--- src/tmr8_pkg.sv ---
// shared constants for the 8-bit waveform timer
package tmr8_pkg;
  // ----------------------------------------------------------------
  // register offsets (byte addresses)
  // ----------------------------------------------------------------
  localparam logic [7:0] ADDR_CTRL_A   = 8'h24;
  localparam logic [7:0] ADDR_CTRL_B   = 8'h25;
  localparam logic [7:0] ADDR_COUNT    = 8'h26;
  localparam logic [7:0] ADDR_CMP_A    = 8'h27;
  localparam logic [7:0] ADDR_CMP_B    = 8'h28;
  localparam logic [7:0] ADDR_FLAGS    = 8'h2c;
  // ----------------------------------------------------------------
  // field positions
  // ----------------------------------------------------------------
  localparam int CTRLA_ACT_A_LSB = 6;
  localparam int CTRLA_ACT_B_LSB = 4;
  localparam int CTRLA_MODE_LSB  = 0;
  localparam int CTRLB_MODE_TOP  = 3;
  localparam int CTRLB_SRC_LSB   = 0;
  localparam int FLAG_OVF        = 0;
  localparam int FLAG_MATCH_A    = 1;
  localparam int FLAG_MATCH_B    = 2;
  localparam logic [7:0] CTRLA_WMASK = 8'hf3;
  localparam logic [7:0] CTRLB_WMASK = 8'h0f;
  // ----------------------------------------------------------------
  // reset values and fixed counter points
  // ----------------------------------------------------------------
  localparam logic [7:0] RST_REG    = 8'h00;
  localparam logic [7:0] CNT_MAX    = 8'hff;
  localparam logic [7:0] CNT_BOTTOM = 8'h00;
  // ----------------------------------------------------------------
  // mode and tick source encodings
  // ----------------------------------------------------------------
  localparam logic [2:0] MODE_NORMAL  = 3'h0;
  localparam logic [2:0] MODE_PC_FF   = 3'h1;
  localparam logic [2:0] MODE_CLR_CMP = 3'h2;
  localparam logic [2:0] MODE_FAST_FF = 3'h3;
  localparam logic [2:0] MODE_PC_A    = 3'h5;
  localparam logic [2:0] MODE_FAST_A  = 3'h7;
  localparam logic [2:0] SRC_STOP     = 3'h0;
  localparam logic [2:0] SRC_DIV1     = 3'h1;
  localparam logic [2:0] SRC_DIV8     = 3'h2;
  localparam logic [2:0] SRC_DIV64    = 3'h3;
  localparam logic [2:0] SRC_DIV256   = 3'h4;
  localparam logic [2:0] SRC_DIV1024  = 3'h5;
  localparam logic [2:0] SRC_EXT_FALL = 3'h6;
  localparam logic [2:0] SRC_EXT_RISE = 3'h7;
  localparam int         PRESCALE_W   = 10;
endpackage

--- src/tmr8_tick_gen.sv ---
// timer tick source: prescaler and external pin edge detect
`timescale 1ns/1ps
`default_nettype none
module tmr8_tick_gen #(
  parameter int PW = tmr8_pkg::PRESCALE_W
) (
  // clock and reset
  input  wire logic       mclk,
  input  wire logic       rst,
  // source select and external pin
  input  wire logic [2:0] tickSourceSelect,
  input  wire logic       extPin,
  // one-cycle enable pulse
  output logic            timerTickEnable
);
  logic [PW-1:0] preCnt_q, preCnt_d;
  logic [2:0]    extSync_q, extSync_d;

  // ----------------------------------------------------------------
  // next state: free-running prescaler, pin synchroniser
  // ----------------------------------------------------------------
  always_comb begin
    preCnt_d  = preCnt_q + PW'(1);
    extSync_d = {extSync_q[1:0], extPin};
  end

  // registers only
  always_ff @(posedge mclk) begin
    if (rst) begin
      preCnt_q  <= '0;
      extSync_q <= 3'h0;
    end else begin
      preCnt_q  <= preCnt_d;
      extSync_q <= extSync_d;
    end
  end

  // ----------------------------------------------------------------
  // tick select; edges read only stages 1 and 2 of the chain
  // ----------------------------------------------------------------
  always_comb begin
    case (tickSourceSelect)
      tmr8_pkg::SRC_STOP:     timerTickEnable = 1'b0;
      tmr8_pkg::SRC_DIV1:     timerTickEnable = 1'b1;
      tmr8_pkg::SRC_DIV8:     timerTickEnable = (preCnt_q[2:0] == 3'h7);
      tmr8_pkg::SRC_DIV64:    timerTickEnable = (preCnt_q[5:0] == 6'h3f);
      tmr8_pkg::SRC_DIV256:   timerTickEnable = (preCnt_q[7:0] == 8'hff);
      tmr8_pkg::SRC_DIV1024:  timerTickEnable = (preCnt_q[9:0] == 10'h3ff);
      tmr8_pkg::SRC_EXT_FALL: timerTickEnable = extSync_q[2] & ~extSync_q[1];
      default:                timerTickEnable = ~extSync_q[2] & extSync_q[1];
    endcase
  end
endmodule
`default_nettype wire

--- src/tmr8_wave_timer.sv ---
// 8-bit timer with two compare channels and waveform outputs
// What this block does
// counts on mclk, tick is an enable
// B flag every mode; A flag every mode, also as TOP
// A-as-TOP match sets A flag, clears counter in modes 2 and 7
// nonzero action overrides the pin function, except A action 01 in modes 1 and 3
// software sets pin direction to drive
// non-PWM: off, toggle, clear, set on match
// fast PWM A: clear/set match, opposite BOTTOM
// A action 01 in PWM: toggle only if mode top bit
// fast PWM B like A; 01 reserved
// phase PWM A: up/down match opposite actions
// phase PWM B: up/down match opposite actions
// fast PWM A equals TOP: act at BOTTOM
// phase PWM compare equals TOP: act at TOP
// control A bits 3,2 read zero
// mode field decodes six modes, two reserved
// compare update timing; overflow flag timing
// MAX is 0xff, BOTTOM is 0x00
// tick source select stop, dividers, pin edges
// normal mode overflow on MAX to 0x00
// counter changes only on tick pulses and software writes
`timescale 1ns/1ps
`default_nettype none
module tmr8_wave_timer (
  // clock and reset
  input  wire logic       mclk,
  input  wire logic       rst,
  // avalon-mm slave
  input  wire logic [7:0] avsAddress,
  input  wire logic       avsRead,
  input  wire logic       avsWrite,
  input  wire logic [31:0] avsWriteData,
  input  wire logic [3:0] avsByteEnable,
  output logic [31:0]     avsReadData,
  output logic            avsWaitRequest,
  // pins
  input  wire logic       extTickPin,
  output logic            chanAWaveOut,
  output logic            chanBWaveOut,
  output logic            chanAPinOverride,
  output logic            chanBPinOverride
);
  // ----------------------------------------------------------------
  // state
  // ----------------------------------------------------------------
  typedef enum logic [1:0] {TMR8_IDLE = 2'b00, TMR8_ANS = 2'b01} tmr8_bus_e;
  tmr8_bus_e   busSt_q, busSt_d;
  logic [7:0]  ctrlA_q, ctrlA_d, ctrlB_q, ctrlB_d;
  logic [7:0]  count_q, count_d;
  logic [7:0]  cmpA_q, cmpA_d, cmpB_q, cmpB_d;      // active compare values
  logic [7:0]  bufA_q, bufA_d, bufB_q, bufB_d;      // software-written values
  logic [2:0]  flags_q, flags_d;
  logic        down_q, down_d;
  logic        waveA_q, waveA_d, waveB_q, waveB_d;
  logic        block_q, block_d;
  logic [31:0] rdata_q, rdata_d;
  logic        tick;
  logic [2:0]  mode;
  logic [7:0]  topVal;
  logic        isFast, isPc, isPwm, topFromA;
  logic        atTop, atBottom, wrap, matchA, matchB, countWr, wrAns;
  logic [7:0]  wbyte;

  // ----------------------------------------------------------------
  // tick generation
  // ----------------------------------------------------------------
  tmr8_tick_gen #(.PW(tmr8_pkg::PRESCALE_W)) uTick (
    .mclk            (mclk),
    .rst             (rst),
    .tickSourceSelect(ctrlB_q[2:0]),
    .extPin          (extTickPin),
    .timerTickEnable (tick)
  );

  // ----------------------------------------------------------------
  // mode decode
  // ----------------------------------------------------------------
  always_comb begin
    mode     = {ctrlB_q[tmr8_pkg::CTRLB_MODE_TOP], ctrlA_q[1:0]};
    isFast   = (mode == tmr8_pkg::MODE_FAST_FF) || (mode == tmr8_pkg::MODE_FAST_A);
    isPc     = (mode == tmr8_pkg::MODE_PC_FF) || (mode == tmr8_pkg::MODE_PC_A);
    isPwm    = isFast | isPc;
    topFromA = (mode == tmr8_pkg::MODE_CLR_CMP) || (mode == tmr8_pkg::MODE_PC_A)
             || (mode == tmr8_pkg::MODE_FAST_A);
    topVal   = topFromA ? cmpA_q : tmr8_pkg::CNT_MAX;
    atTop    = (count_q == topVal);
    atBottom = (count_q == tmr8_pkg::CNT_BOTTOM);
    // matches are suppressed for one tick after a counter write
    matchA   = tick && !block_q && (count_q == cmpA_q);
    matchB   = tick && !block_q && (count_q == cmpB_q);
  end

  // ----------------------------------------------------------------
  // bus write decode
  // ----------------------------------------------------------------
  // a write commits in the answer cycle, at the edge where the master sees
  // waitrequest low, so pins and registers move together with the handshake
  always_comb begin
    wbyte   = avsWriteData[7:0];
    wrAns   = (busSt_q == TMR8_ANS) && avsWrite && avsByteEnable[0];
    countWr = wrAns && (avsAddress == tmr8_pkg::ADDR_COUNT);
  end

  // ----------------------------------------------------------------
  // counter, flags, compare buffers and waveforms: next state
  // ----------------------------------------------------------------
  always_comb begin
    count_d = count_q;
    down_d  = down_q;
    cmpA_d  = cmpA_q;
    cmpB_d  = cmpB_q;
    // flags_d carries only the hardware set events of this cycle
    flags_d = 3'h0;
    waveA_d = waveA_q;
    waveB_d = waveB_q;
    wrap    = 1'b0;
    block_d = block_q & ~tick;
    // counting, only on tick pulses
    if (tick) begin
      if (isPc) begin
        if (!down_q && atTop) begin
          down_d  = 1'b1;
          count_d = count_q - 8'h01;
        end else if (down_q && atBottom) begin
          down_d  = 1'b0;
          count_d = count_q + 8'h01;
        end else begin
          count_d = down_q ? count_q - 8'h01 : count_q + 8'h01;
        end
      end else if (atTop) begin
        count_d = tmr8_pkg::CNT_BOTTOM;
        wrap    = 1'b1;
      end else begin
        count_d = count_q + 8'h01;
      end
    end
    // compare value update point
    if ((!isPwm) || (isPc && tick && atTop) || (isFast && tick && wrap)) begin
      cmpA_d = bufA_q;
      cmpB_d = bufB_q;
    end
    // overflow flag: MAX in 0,2,3; BOTTOM in phase modes; TOP in 7
    if (tick) begin
      if (isPc ? atBottom : (mode == tmr8_pkg::MODE_FAST_A ? atTop
          : count_q == tmr8_pkg::CNT_MAX))
        flags_d[tmr8_pkg::FLAG_OVF] = 1'b1;
    end
    if (matchB)
      flags_d[tmr8_pkg::FLAG_MATCH_B] = 1'b1;
    if (matchA)
      flags_d[tmr8_pkg::FLAG_MATCH_A] = 1'b1;
    // channel A waveform
    case (ctrlA_q[7:6])
      2'b01: begin
        if (matchA && (!isPwm || mode[2]))
          waveA_d = ~waveA_q;
      end
      2'b10, 2'b11: begin
        if (!isPwm) begin
          if (matchA) waveA_d = ctrlA_q[6];
        end else if (isFast) begin
          if (tick && wrap) waveA_d = ~ctrlA_q[6];
          else if (matchA && cmpA_q != topVal) waveA_d = ctrlA_q[6];
        end else begin
          if (cmpA_q == topVal) begin
            if (tick && atTop) waveA_d = ctrlA_q[6];
          end else if (matchA) begin
            waveA_d = down_q ? ~ctrlA_q[6] : ctrlA_q[6];
          end
        end
      end
      default: waveA_d = waveA_q;
    endcase
    // channel B waveform; action 01 does nothing in PWM modes
    case (ctrlA_q[5:4])
      2'b01: begin
        if (matchB && !isPwm) waveB_d = ~waveB_q;
      end
      2'b10, 2'b11: begin
        if (!isPwm) begin
          if (matchB) waveB_d = ctrlA_q[4];
        end else if (isFast) begin
          if (tick && wrap) waveB_d = ~ctrlA_q[4];
          else if (matchB && cmpB_q != topVal) waveB_d = ctrlA_q[4];
          else if (tick && atTop && cmpB_q == topVal) waveB_d = ctrlA_q[4];
        end else begin
          if (cmpB_q == topVal) begin
            if (tick && atTop) waveB_d = ctrlA_q[4];
          end else if (matchB) begin
            waveB_d = down_q ? ~ctrlA_q[4] : ctrlA_q[4];
          end
        end
      end
      default: waveB_d = waveB_q;
    endcase
    // software counter write wins over counting and blocks next match
    if (countWr) begin
      count_d = wbyte;
      block_d = 1'b1;
    end
  end

  // ----------------------------------------------------------------
  // register file: next state; one wait state, answer in next cycle
  // ----------------------------------------------------------------
  always_comb begin
    busSt_d = TMR8_IDLE;
    ctrlA_d = ctrlA_q;
    ctrlB_d = ctrlB_q;
    bufA_d  = bufA_q;
    bufB_d  = bufB_q;
    rdata_d = rdata_q;
    if (busSt_q == TMR8_IDLE && (avsRead || avsWrite)) begin
      busSt_d = TMR8_ANS;
      rdata_d = 32'h0000_0000;
      if (avsRead) begin
        case (avsAddress)
          tmr8_pkg::ADDR_CTRL_A: rdata_d[7:0] = ctrlA_q & tmr8_pkg::CTRLA_WMASK;
          tmr8_pkg::ADDR_CTRL_B: rdata_d[7:0] = ctrlB_q & tmr8_pkg::CTRLB_WMASK;
          tmr8_pkg::ADDR_COUNT:  rdata_d[7:0] = count_q;
          tmr8_pkg::ADDR_CMP_A:  rdata_d[7:0] = bufA_q;
          tmr8_pkg::ADDR_CMP_B:  rdata_d[7:0] = bufB_q;
          tmr8_pkg::ADDR_FLAGS:  rdata_d[7:0] = {5'h00, flags_q};
          default:               rdata_d = 32'h0000_0000;   // unmapped reads zero
        endcase
      end
    end
    // writes land in the answer cycle; read data was captured in the idle
    // cycle and stands unchanged until the master takes it
    if (wrAns) begin
      case (avsAddress)
        tmr8_pkg::ADDR_CTRL_A: ctrlA_d = wbyte & tmr8_pkg::CTRLA_WMASK;
        tmr8_pkg::ADDR_CTRL_B: ctrlB_d = wbyte & tmr8_pkg::CTRLB_WMASK;
        tmr8_pkg::ADDR_CMP_A:  bufA_d  = wbyte;
        tmr8_pkg::ADDR_CMP_B:  bufB_d  = wbyte;
        default:               ctrlA_d = ctrlA_q;         // unmapped writes ignored
      endcase
    end
  end

  // flag clear by writing one; a same-cycle hardware set wins, even on a
  // flag that is already up, so no event is lost to a late clear
  logic [2:0] flagsFinal;
  always_comb begin
    flagsFinal = flags_q;
    if (wrAns && avsAddress == tmr8_pkg::ADDR_FLAGS)
      flagsFinal = flags_q & ~wbyte[2:0];
    flagsFinal = flagsFinal | flags_d;
  end

  // ----------------------------------------------------------------
  // registers only
  // ----------------------------------------------------------------
  always_ff @(posedge mclk) begin
    if (rst) begin
      busSt_q <= TMR8_IDLE;
      ctrlA_q <= tmr8_pkg::RST_REG;
      ctrlB_q <= tmr8_pkg::RST_REG;
      count_q <= tmr8_pkg::RST_REG;
      cmpA_q  <= tmr8_pkg::RST_REG;
      cmpB_q  <= tmr8_pkg::RST_REG;
      bufA_q  <= tmr8_pkg::RST_REG;
      bufB_q  <= tmr8_pkg::RST_REG;
      flags_q <= 3'h0;
      down_q  <= 1'b0;
      waveA_q <= 1'b0;
      waveB_q <= 1'b0;
      block_q <= 1'b0;
      rdata_q <= 32'h0000_0000;
    end else begin
      busSt_q <= busSt_d;
      ctrlA_q <= ctrlA_d;
      ctrlB_q <= ctrlB_d;
      count_q <= count_d;
      cmpA_q  <= cmpA_d;
      cmpB_q  <= cmpB_d;
      bufA_q  <= bufA_d;
      bufB_q  <= bufB_d;
      flags_q <= flagsFinal;
      down_q  <= down_d;
      waveA_q <= waveA_d;
      waveB_q <= waveB_d;
      block_q <= block_d;
      rdata_q <= rdata_d;
    end
  end

  // ----------------------------------------------------------------
  // outputs; pin driver still needs the port direction bit outside
  // ----------------------------------------------------------------
  always_comb begin
    avsReadData      = rdata_q;
    avsWaitRequest   = (avsRead || avsWrite) && (busSt_q == TMR8_IDLE);
    chanAWaveOut     = waveA_q;
    chanBWaveOut     = waveB_q;
    chanAPinOverride = |ctrlA_q[7:6] && !(isPwm && ctrlA_q[7:6] == 2'b01 && !mode[2]);
    chanBPinOverride = |ctrlA_q[5:4];
  end
endmodule
`default_nettype wire

--- config.mk ---
export PLATFORM = sky130hd
export DESIGN_NAME = tmr8_wave_timer
export DESIGN_NICKNAME = d
export VERILOG_FILES = /design/src/tmr8_pkg.sv /design/src/tmr8_tick_gen.sv /design/src/tmr8_wave_timer.sv
export SDC_FILE = /design/constraint.sdc
export NUM_CORES = 1
export LEC_CHECK = 0
export BUFFER_PORTS_ARGS = -buffer_cell sky130_fd_sc_hd__buf_4
export CORE_ASPECT_RATIO = 0.9
export CORE_MARGIN = 3
export CORE_UTILIZATION = 50
export CTS_CLUSTER_DIAMETER = 40
export DETAILED_ROUTE_END_ITERATION = 8
export PLACE_DENSITY = 0.73
export SKIP_LAST_GASP = 1
export SYNTH_ARGS = -nofsm -noshare
export SYNTH_HDL_FRONTEND = slang
export SYNTH_SLANG_ARGS = --single-unit
--- constraint.sdc ---
create_clock -name mclk -period 3.1 [get_ports mclk]
set_clock_uncertainty 0.15 [all_clocks]
set_input_delay 0.31 -clock mclk [delete_from_list [all_inputs] [get_ports mclk]]
set_output_delay 0.31 -clock mclk [all_outputs]
set_load 0.01 [all_outputs]
==> flow_metrics.env <==
export IMPL_status="finished clean"
export IMPL_async_reset_ff_frac=0
export IMPL_endpoint_kind="flop"
export IMPL_nets=677
export IMPL_top_layer="met4"
export IMPL_peakVddDrop_mv=0.371
export IMPL_yosysMostFrequentCell="nor2_1"
export IMPL_netlist_top_cells_count="nor2_1, dfxtp_1, nand2_1"
export IMPL_synth_fa_ha_area_frac=0.0109
export IMPL_grt_pass1_vias=4129
export IMPL_seqPwrFrac=0.529
export IMPL_multi_input_area_mm2=0.00270
export IMPL_r2r_start="ctrlB_q[3]$_SDFFE_PP0P_"
export IMPL_hold_depth=2
export IMPL_cts_buffer_depth=2
export IMPL_ant_nets=0
export IMPL_synthCells=587
export IMPL_seq_area_mm2=0.00158
export IMPL_initial_utilization=0.525
export IMPL_synth_top_cells_by_area="dfxtp_1, mux2i_1, nor2_1"
export IMPL_cts_tree="built"
export IMPL_final_setup_tns_ns=0
export IMPL_synth_top_cell_area_share=0.345
export IMPL_muxShareOfSynthArea=0.0812
export IMPL_leakage_nw=1.99
export IMPL_ys_ff_latch=79
export IMPL_r2r_slack_ns=0.23
export IMPL_final_util=0.593
export IMPL_timing_slew_headroom=0.441
export IMPL_num_vias=4470
export IMPL_antenna_cells=0
export IMPL_seq_area_frac_synth=0.345
export IMPL_arrival_ns=2.96
export IMPL_switchingPower_mw=0.477
export IMPL_antenna_found_initial=0
export IMPL_synth_top_family_by_area="simple AND/OR/NAND/NOR gates"
export IMPL_drt_first_iter_violations=516
export IMPL_worst_slew_pin_transition_ns=0.833
export IMPL_powerDensity_mw_per_mm2=374
export IMPL_clock_sinks=79
export IMPL_track_usage=0.254
export IMPL_setup_ws_ns=0.233
export IMPL_hold_viol=0
export IMPL_grt_max_degree=66
export IMPL_die_w_um=107
export IMPL_cts_root_buf="clkbuf_8"
export IMPL_synth_area_per_cell_um2=7.80
export IMPL_startpoint_type="flop"
export IMPL_synth_area_mm2=0.00458
export IMPL_nFillCells=821
export IMPL_drc=0
export IMPL_yosys_area_share_simple=0.248
export IMPL_hpwl_um=9740
export IMPL_synth_ff_type="dfxtp_1"
export IMPL_route_met2_wl_um=5900
export IMPL_r2r_end="count_q[5]$_SDFFE_PP0P_"
export IMPL_final_layout_size_suffix_gt1_frac=0.156
export IMPL_setup_violations=0
export IMPL_comb_power_share=0.050
export IMPL_place_ws_ns=0.163
export IMPL_p_int_mw=1.46
export IMPL_clk_pin_slew_ns=0.08
export IMPL_synth_compound_area_frac=0.175
export IMPL_crit_required_ns=3.20
export IMPL_min_from="extTickPin"
export IMPL_drt_pass1_iter_count=8
export IMPL_cap_violations=0
export IMPL_grt_pass1_wl_um=21100
export IMPL_io_buffers=34
export IMPL_die_h_um=96.8
export IMPL_cts_hold_buf=0
export IMPL_wl_per_cell_um=17.5
export IMPL_syn_to_final_growth_pct=13.1
export IMPL_hold_end="uTick.extSync_q[0]$_SDFF_PP0_"
export IMPL_num_rows=32
export IMPL_rsz0062_at_grt="false"
export IMPL_cts_buffers=9
export IMPL_cp_max_fo=7
export IMPL_vias_per_cell=5.98
export IMPL_coreArea_mm2=0.00873
export IMPL_io_pins=86
export IMPL_wl_met3_um=1310
export IMPL_clk_insertion_delay_late_ns=0.35
export IMPL_switching_share=0.247
export IMPL_dieArea_mm2=0.0103
export IMPL_crit_type="flop to flop"
export IMPL_synth_edf_count=0
export IMPL_place_congestion=0.950
export IMPL_post_route_period_util=0.925
export IMPL_synth_top_area_cell="dfxtp_1"
export IMPL_min_period_ns=2.87
export IMPL_overflow=0
export IMPL_fmaxAchievable_mhz=349
export IMPL_reg2regPathDepth=10
export IMPL_wl_met1_um=5580
export IMPL_drt_total_wl_um=13100
export IMPL_pwr_share_clk=0.420
export IMPL_finalMaxSlewViolations=0
export IMPL_synth_xor_area_share=0.0517
export IMPL_hold_path_class="input port to flop"
export IMPL_synth_distinct_cells=64
export IMPL_total_power_mw=1.94
export IMPL_htree_levels=3
export IMPL_yosysWarnings=0
## sequential cells by signal (all words and copies together), names as in the netlist
name,count
busSt_q,1
flags_q,3
block_q,1
cmpB_q,8
chanAWaveOut,1
uTick.extSync_q,3
cmpA_q,8
uTick.preCnt_q,10
count_q,8
ctrlA_q,6
chanBWaveOut,1
ctrlB_q,4
bufB_q,8
down_q,1
avsReadData,8
bufA_q,8
## routing by layer
| layer | vias up | global-route usage |
|---|---|---|
| li1 | 2100 | - |
| met1 | 2089 | 0.354 |
| met2 | 258 | 0.394 |
| met3 | 23 | 0.0540 |
| met4 | 0 | 0.0787 |
| met5 | - | 0 |
## how the worst max path moves through the flow
stage,startpoint,endpoint,slack (ns),depth (start not counted)
2_1_floorplan,uTick.preCnt_q[0]$_SDFF_PP0_,cmpA_q[3]$_SDFFE_PP0P_,0.37,11
3_3_place_gp,uTick.preCnt_q[0]$_SDFF_PP0_,cmpB_q[6]$_SDFFE_PP0P_,0.18,10
3_5_place_dp,uTick.preCnt_q[0]$_SDFF_PP0_,cmpB_q[6]$_SDFFE_PP0P_,0.16,10
4_1_cts,uTick.preCnt_q[0]$_SDFF_PP0_,cmpA_q[3]$_SDFFE_PP0P_,0.16,10
5_1_grt,ctrlB_q[3]$_SDFFE_PP0P_,count_q[5]$_SDFFE_PP0P_,0.01,10
6_report,ctrlB_q[3]$_SDFFE_PP0P_,count_q[5]$_SDFFE_PP0P_,0.23,10
## area by class of cell
cell class	count	share of cell area
Clock inverter	6	0.0145
Timing Repair Buffer	61	0.0885
Sequential cell	79	0.306
Multi-Input combinational cell	454	0.522
Clock buffer	10	0.0266
Tap cell	119	0.0288
Inverter	19	0.0138
## repair_timing
item | CTS | global route
buffers inserted | 0 | 1
endpoints found under the setup margin | 0 | 18
gates resized for setup | 0 | 4
## power groups by stage
stage	registers [mW]	logic [mW]	clock network (mW)
floorplan	1.05	0.0741	0
global placement	1.05	0.0932	0
detailed placement	1.05	0.0944	0
CTS	1.02	0.0947	0.830
global route	1.03	0.105	0.867
finish	1.02	0.0971	0.814
## cell families (layout without fill, tap and decap cells)
family | count (synthesis) | in the layout
compound gates | 124 | 124
xor+xnor | 27 | 27
fa+ha+maj | 4 | 4
buf+inv | 77 | 96
flops | 79 | 79
mux | 36 | 36
other cells | 1 | 24
simple gates | 239 | 239
## cell usage in the layout (no fill, tap or decap), types with 4 or more instances in the layout
cell type	instances
and2_1	4
xnor2_1	18
xor2_1	9
o21ai_0	14
nand3_1	22
nor4_1	5
a222oi_1	5
a21oi_1	52
conb_1	24
dfxtp_1	79
nor2_1	80
nand4_1	5
buf_4	61
o211ai_1	4
o22ai_1	12
nand2_1	63
and3_1	13
clkbuf_8	10
inv_1	18
a22oi_1	4
ha_1	4
mux2i_1	30
nor3_1	13
mux2_2	5
nor2b_1	8
## stage by stage
stage / instances / hold WS (ns) / area (um2)
2_1_floorplan: 610 / 0.264 / 4660
3_3_place_gp: 731 / 0.288 / 4940
3_5_place_dp: 731 / 0.288 / 4940
4_1_cts: 747 / 0.0124 / 5150
5_1_grt: 748 / 0.0376 / 5180
6_report: 748 / 0.0215 / 5180
## critical path, stage by stage, from the launching register on
cell and delay, ns:
dfxtp_1 0.40, or3b_4 0.47, a21oi_2 0.16, xor2_1 0.21
nor3b_2 0.27, a41oi_2 0.17, buf_4 0.19, nor3_1 0.17
a21oi_1 0.08, o2111a_1 0.24, nor4_1 0.26
(Power assumes the default switching activity.)
